$ cat config.mk
export PLATFORM = sky130hd
export DESIGN_NAME = host_bus_wait_and_strobe
export DESIGN_NICKNAME = d
export VERILOG_FILES = /design/src/host_bus_pkg.sv /design/src/host_bus_wait_and_strobe.sv
export SDC_FILE = /design/constraint.sdc
export NUM_CORES = 1
export LEC_CHECK = 0
export BUFFER_PORTS_ARGS = -buffer_cell sky130_fd_sc_hd__buf_2
export CAP_MARGIN = 20
export CORE_ASPECT_RATIO = 0.8
export CORE_MARGIN = 10
export CORE_UTILIZATION = 30
export DETAILED_ROUTE_END_ITERATION = 10
export SKIP_CTS_REPAIR_TIMING = 1
export SYNTH_ARGS = -nofsm -noshare
export SYNTH_HDL_FRONTEND = slang
export SYNTH_SLANG_ARGS = --single-unit
export TNS_END_PERCENT = 10
$ cat constraint.sdc
create_clock -name ref_clk_i -period 5.21 [get_ports ref_clk_i]
set_clock_uncertainty 0.15 [all_clocks]
set_input_delay 0.7815 -clock ref_clk_i [delete_from_list [all_inputs] [get_ports ref_clk_i]]
set_output_delay 0.7815 -clock ref_clk_i [all_outputs]
set_load 0.05 [all_outputs]
$ cat src/host_bus_pkg.sv
// shared types and constants for the host bus wait and strobe block
// assumes a single ref_clk_i domain, each bus state two clock cycles long
package host_bus_pkg;

  // widths
  localparam int ADDR_W   = 24;
  localparam int REGSEL_W = 7;

  // cpu interface modes
  localparam logic [1:0] CPU_MODE0 = 2'h0;
  localparam logic [1:0] CPU_MODE2 = 2'h2;

  // bus state phases: rising half, falling half
  localparam logic PH_RISE = 1'h0;
  localparam logic PH_FALL = 1'h1;

  // reset and active values of pin drivers
  localparam logic WAIT_RST = 1'h1;
  localparam logic STRB_OFF = 1'h1;
  localparam logic STRB_ON  = 1'h0;

  // operating mode of the chip
  typedef enum logic [1:0] {
    OP_RESET,
    OP_MASTER,
    OP_SLAVE,
    OP_STOP
  } op_mode_t;

  // master bus cycle states
  typedef enum logic [2:0] {
    BUS_IDLE,
    FIRST_BUS_STATE,
    SECOND_BUS_STATE,
    INSERTED_WAIT_STATE,
    THIRD_BUS_STATE
  } bus_state_t;

  // master cycle request from the dma side
  typedef struct packed {
    logic              req;
    logic [ADDR_W-1:0] addr;
  } mst_req_t;

  // all state of the block
  typedef struct packed {
    bus_state_t          st;
    logic                ph;
    logic                wait_smp;
    logic [ADDR_W-1:0]   addr;
    logic                done;
    logic                slv_active;
    logic                slv_start;
    logic [REGSEL_W-1:0] reg_sel;
    logic                wait_out;
  } state_t;

endpackage

$ cat src/host_bus_wait_and_strobe.sv
// wait-state insertion and address strobe handling of the host bus port
// assumes pins synchronous to ref_clk_i and mode inputs held steady per cycle
`timescale 1ns/1ps

module host_bus_wait_and_strobe (
  // clock, reset, enable
  input  wire logic                             ref_clk_i,
  input  wire logic                             rst_i,
  input  wire logic                             clk_en_i,
  // mode selection
  input  wire logic [1:0]                       cpu_mode_i,
  input  wire host_bus_pkg::op_mode_t           op_mode_i,
  // dma master cycle request and completion
  input  wire host_bus_pkg::mst_req_t           mst_req_i,
  output logic                                  mst_ready_o,
  output logic                                  mst_done_o,
  // address bus
  output logic [host_bus_pkg::ADDR_W-1:0]       addr_o,
  output logic                                  addr_oe_o,
  output logic                                  addr0_oe_o,
  // wait pin
  input  wire logic                             wait_i,
  output logic                                  wait_o,
  output logic                                  wait_oe_o,
  // address strobe pin, active low
  input  wire logic                             address_valid_strobe_n_i,
  output logic                                  address_valid_strobe_n_o,
  output logic                                  address_valid_strobe_n_oe_o,
  // slave register access
  input  wire logic                             chip_sel_n_i,
  input  wire logic [host_bus_pkg::REGSEL_W-1:0] register_select_lines_i,
  input  wire logic                             slv_ready_i,
  output logic                                  slv_start_o,
  output logic [host_bus_pkg::REGSEL_W-1:0]     slv_reg_sel_o
);

  host_bus_pkg::state_t s_q;
  host_bus_pkg::state_t s_d;
  logic                 is_master;
  logic                 is_slave;
  logic                 cpu_wide;
  logic                 wait_seen;
  logic                 slv_qual;

  // mode decode
  assign is_master = (op_mode_i == host_bus_pkg::OP_MASTER);
  assign is_slave  = (op_mode_i == host_bus_pkg::OP_SLAVE);
  assign cpu_wide  = (cpu_mode_i < host_bus_pkg::CPU_MODE2);

  // wait level that decides the end of the second or wait state
  always_comb begin
    if (cpu_mode_i == host_bus_pkg::CPU_MODE0) begin
      wait_seen = s_q.wait_smp;
    end else begin
      wait_seen = wait_i; // falling-half sample
    end
  end

  // slave access qualification by chip select and strobe
  always_comb begin
    if (cpu_wide) begin
      slv_qual = !chip_sel_n_i; // strobe ignored
    end else begin
      slv_qual = !chip_sel_n_i && !address_valid_strobe_n_i;
    end
  end

  // next state
  always_comb begin
    s_d           = s_q;
    s_d.done      = 1'h0;
    s_d.slv_start = 1'h0;
    // master bus cycle sequencer
    if (!is_master) begin
      s_d.st = host_bus_pkg::BUS_IDLE;
      s_d.ph = host_bus_pkg::PH_RISE;
    end else if (s_q.st == host_bus_pkg::BUS_IDLE) begin
      s_d.ph = host_bus_pkg::PH_RISE;
      if (mst_req_i.req) begin
        s_d.st   = host_bus_pkg::FIRST_BUS_STATE;
        s_d.addr = mst_req_i.addr;
      end
    end else begin
      s_d.ph = ~s_q.ph;
      // rising-half sample for cpu mode 0
      if (s_q.ph == host_bus_pkg::PH_RISE) begin
        s_d.wait_smp = wait_i;
      end
      if (s_q.ph == host_bus_pkg::PH_FALL) begin
        case (s_q.st)
          host_bus_pkg::FIRST_BUS_STATE: begin
            s_d.st = host_bus_pkg::SECOND_BUS_STATE;
          end
          host_bus_pkg::SECOND_BUS_STATE,
          host_bus_pkg::INSERTED_WAIT_STATE: begin
            if (wait_seen) begin
              s_d.st = host_bus_pkg::INSERTED_WAIT_STATE;
            end else begin
              s_d.st = host_bus_pkg::THIRD_BUS_STATE;
            end
          end
          host_bus_pkg::THIRD_BUS_STATE: begin
            s_d.st   = host_bus_pkg::BUS_IDLE;
            s_d.done = 1'h1;
          end
          default: begin
            s_d.st = host_bus_pkg::BUS_IDLE;
          end
        endcase
      end
    end
    // slave access tracking and wait request
    if (!is_slave || chip_sel_n_i) begin
      s_d.slv_active = 1'h0;
    end else if (!s_q.slv_active && slv_qual) begin
      s_d.slv_active = 1'h1;
      s_d.slv_start  = 1'h1;
      s_d.reg_sel    = register_select_lines_i;
    end
    if (is_slave) begin
      s_d.wait_out = slv_qual && !slv_ready_i;
    end else begin
      s_d.wait_out = host_bus_pkg::WAIT_RST;
    end
  end

  // state register, frozen while the clock enable is low
  always_ff @(posedge ref_clk_i or posedge rst_i) begin
    if (rst_i) begin
      s_q            <= '0;
      s_q.st         <= host_bus_pkg::BUS_IDLE;
      s_q.ph         <= host_bus_pkg::PH_RISE;
      s_q.wait_out   <= host_bus_pkg::WAIT_RST;
    end else if (clk_en_i) begin
      s_q <= s_d;
    end
  end

  // pin drivers
  assign wait_o      = s_q.wait_out;
  assign wait_oe_o   = !is_master;
  assign addr_o      = s_q.addr;
  assign addr_oe_o   = is_master && (s_q.st != host_bus_pkg::BUS_IDLE);
  assign addr0_oe_o  = addr_oe_o && cpu_wide;
  assign address_valid_strobe_n_oe_o = is_master; // input otherwise
  assign address_valid_strobe_n_o =
    (s_q.st == host_bus_pkg::SECOND_BUS_STATE ||
     s_q.st == host_bus_pkg::INSERTED_WAIT_STATE ||
     s_q.st == host_bus_pkg::THIRD_BUS_STATE) ?
    host_bus_pkg::STRB_ON : host_bus_pkg::STRB_OFF;

  // user side handshake
  assign mst_ready_o   = is_master && (s_q.st == host_bus_pkg::BUS_IDLE);
  assign mst_done_o    = s_q.done;
  assign slv_start_o   = s_q.slv_start;
  assign slv_reg_sel_o = s_q.reg_sel;

  logic m0_fall;
  logic mx_fall;
  logic in_t2;
  logic in_tw;
  assign in_t2 = s_q.st == host_bus_pkg::SECOND_BUS_STATE;
  assign in_tw = s_q.st == host_bus_pkg::INSERTED_WAIT_STATE;
  assign m0_fall = clk_en_i && is_master && s_q.ph == host_bus_pkg::PH_FALL
                   && cpu_mode_i == host_bus_pkg::CPU_MODE0;
  assign mx_fall = clk_en_i && is_master && s_q.ph == host_bus_pkg::PH_FALL
                   && cpu_mode_i != host_bus_pkg::CPU_MODE0;
endmodule

==> results.md <==
* Status: finished, final reports clean
* Met2 wire length at 1.66 mm
* Setup_tns at 0 ns
* Largest net degree at the start of global routing at 41
* Wire per inst at 14.1 µm
* CTS clock-pin slew for the worst setup and hold paths at 0.08 ns
* Total track usage at 8.14%
* DP Wirelength at 3.28 mm
* Top routing layer in use: met4
* Std-Cell Rows at 26
* Top-area cell type share of the netlist area at 49.5%
* Synth area leader: dfrtp_1
* Total wire length at 4.12 mm
* Vias per cell at 4.15
* CTS H-tree lvls at 2
* Min Clock Period, post-route at 2.63 ns
* Reg area at 1000 µm²
* Crit. End Element: output port
* Netlist cell types at 34
* CP Class: in -> out
* Clk sinks at 40
* Crit start category: primary input
* Die X-Extent at 111 µm
* Fmax at 381 MHz
* RR Startpoint: s_q[37]
* Async SR Flop Fraction at 100%
* PwrDens at 467 nW/µm²
* First-pass GRT wire length at 6.82 mm
* EDFF count, synth at 0
* Netlist Area Pre-Place at 1970 µm²
* Finish-stage setup viols at 0
* Net count, final at 251
* Number of antenna repair diodes at 0
* Multi-input logic area at 637 µm²
* Clock Latency Late Sink at 0.28 ns
* First drt pass iteration count at 4
* Ports at 83
* CTS tree: yes
* Antenna violations before repair at 0
* Largest fanout on the critical path at 6
* Static Leak at 0.00115 µW
* Initial drt markers at 43
* Clock buffer count from CTS at 5
* Post-Syn Nets at 198
* Fin cells at 293
* Critical path required time at 4.28 ns
* Placed Cells at 285
* RePlAce Congestion at 0.724
* CTS Root Cell: clkbuf_8
* RSZ-0062 raised after global routing: no
* HP Class: reg -> reg
* Die area at 10200 µm²
* Die height at 92.5 µm
* Worst Tran Pin Value at 0.571 ns
* WL met1 at 2.05 mm
* Period utilisation layout at 50.4%
* Cells after Synth at 155
* Worst slack, placed at 2.58 ns
* ANT nets after route at 0
* Layout cells sized above 1 at 61.7%
* Worst setup margin at 2.58 ns
* WP data arrival at 1.69 ns
* Final hold violations at 0
* Flop and latch count out of synthesis at 40
* Clock buffer depth at 2
* Synth Flop Type: dfrtp_1
* Layout area overhead at 17.2%
* Crit path launch: op_mode_i[1]
* Core area at 6380 µm²
* Slew headroom at 61.9%
* Register area share after synthesis at 50.9%
* Max-slew violations at 0
* Vias at 1216
* Fill cell count at 660
* Max IR drop VDD at 0.000225 V
* Hold Path Origin: mst_done_o
* PortBufs at 82
* Syn Area/Cell at 12.7 µm²
* Top cells by area, synth: dfrtp_1 (50%), mux2_2 (18%), buf_4 (12%)
* YS warnings at 0
* Number of global-route vias before repair at 1333
* Max-cap violations at 0
* Global route overflow at 0
* Met3 wire length at 368 µm
* Drt drc at 0
* Initial Util at 30.9%
-- cell usage after synthesis, types with 2 or more instances --
library cell,instances
dfrtp_1,39
buf_4,31
mux2_2,31
inv_1,7
nor2_1,5
o21ai_0,4
nand2_1,3
a21o_1,2
buf_12,2
buf_2,2
buf_6,2
nand3_1,2
nor3_1,2
o21a_1,2
o31ai_1,2
-- where the power goes --
| part | leakage (µW) | internal (µW) | switching (µW) |
|---|---|---|---|
| logic | 0.000595 | 111 | 299 |
| clock network | 0.0000614 | 157 | 107 |
| registers | 0.000497 | 377 | 29.1 |
| total | 0.00115 | 644 | 435 |
-- logic make-up (layout without fill, tap and decap cells) --
group	count (synthesis)	count (layout)	synth area share, %
simple gates	20	20	6.54
mux	33	33	19.0
compound gates	18	18	6.79
buf+inv	44	98	16.8
flops	40	40	50.9
-- layout make-up --
class	instances	share of cell area [%]
Inverter	7	1.14
Sequential cell	40	43.4
Timing Repair Buffer	83	18.1
Tap cell	84	4.55
Clock inverter	2	1.68
Multi-Input combinational cell	71	27.6
Clock buffer	6	3.58
-- worst max-delay path: stages --
cell and delay, ns:
buf_2 0.11, and2b_2 0.24, inv_1 0.10, nor3_1 0.17, buf_2 0.29
-- flip-flops by register name, summed over array words and instances (netlist names) --
register / count
addr_o: 24
mst_done_o: 1
s_q: 6
slv_reg_sel_o: 7
slv_start_o: 1
wait_o: 1
-- path summary, 6_finish.rpt --
path / slack (ns) / cells after the start / to
max in group asynchronous: 4.09 / 3 / wait_o
min reg2reg: 0.35 / 1 / mst_done_o
min in group asynchronous: 0.43 / 3 / addr_o[17]
max reg2reg: 3.13 / 3 / addr_o[10]
min: 0.35 / 1 / mst_done_o
max: 2.58 / 5 / addr0_oe_o
-- cell usage in the layout, fill, tap and decap left out, drive strengths merged --
master	n
buf	83
dfrtp	39
mux2	32
inv	6
clkbuf	6
nor2	5
o21ai	4
nand2	3
nand3	2
nor3	2
o21a	2
o31ai	2
a21o	2
nand3b	2
clkinv	2
and2b	1
nor4b	1
and3	1
a211oi	1
nor3b	1
o22a	1
o2bb2ai	1
and2	1
o31a	1
a211o	1
nor4	1
a21oi	1
o22ai	1
mux2i	1
a32o	1
bufinv	1
dfstp	1
-- metrics by stage --
step / hold WS, ns / power (µW) / instance area (µm²) / utilization [%]
2_1_floorplan: 0.324 / 820 / 1970 / -
3_3_place_gp: 0.334 / 827 / 2190 / 34.3
3_5_place_dp: 0.332 / 831 / 2190 / 34.3
4_1_cts: 0.350 / 1100 / 2310 / 36.2
5_1_grt: 0.371 / 1140 / 2310 / 36.2
6_report: 0.350 / 1080 / 2310 / 36.2
-- per-layer routing --
| metal | track usage (%) | vias up |
|---|---|---|
| met5 | 0 | - |
| met4 | 2.60 | 0 |
| met3 | 4.26 | 5 |
| met2 | 11.4 | 59 |
| met1 | 10.5 | 547 |
| li1 | - | 605 |
Note: power is estimated with default switching activity, not from simulation.
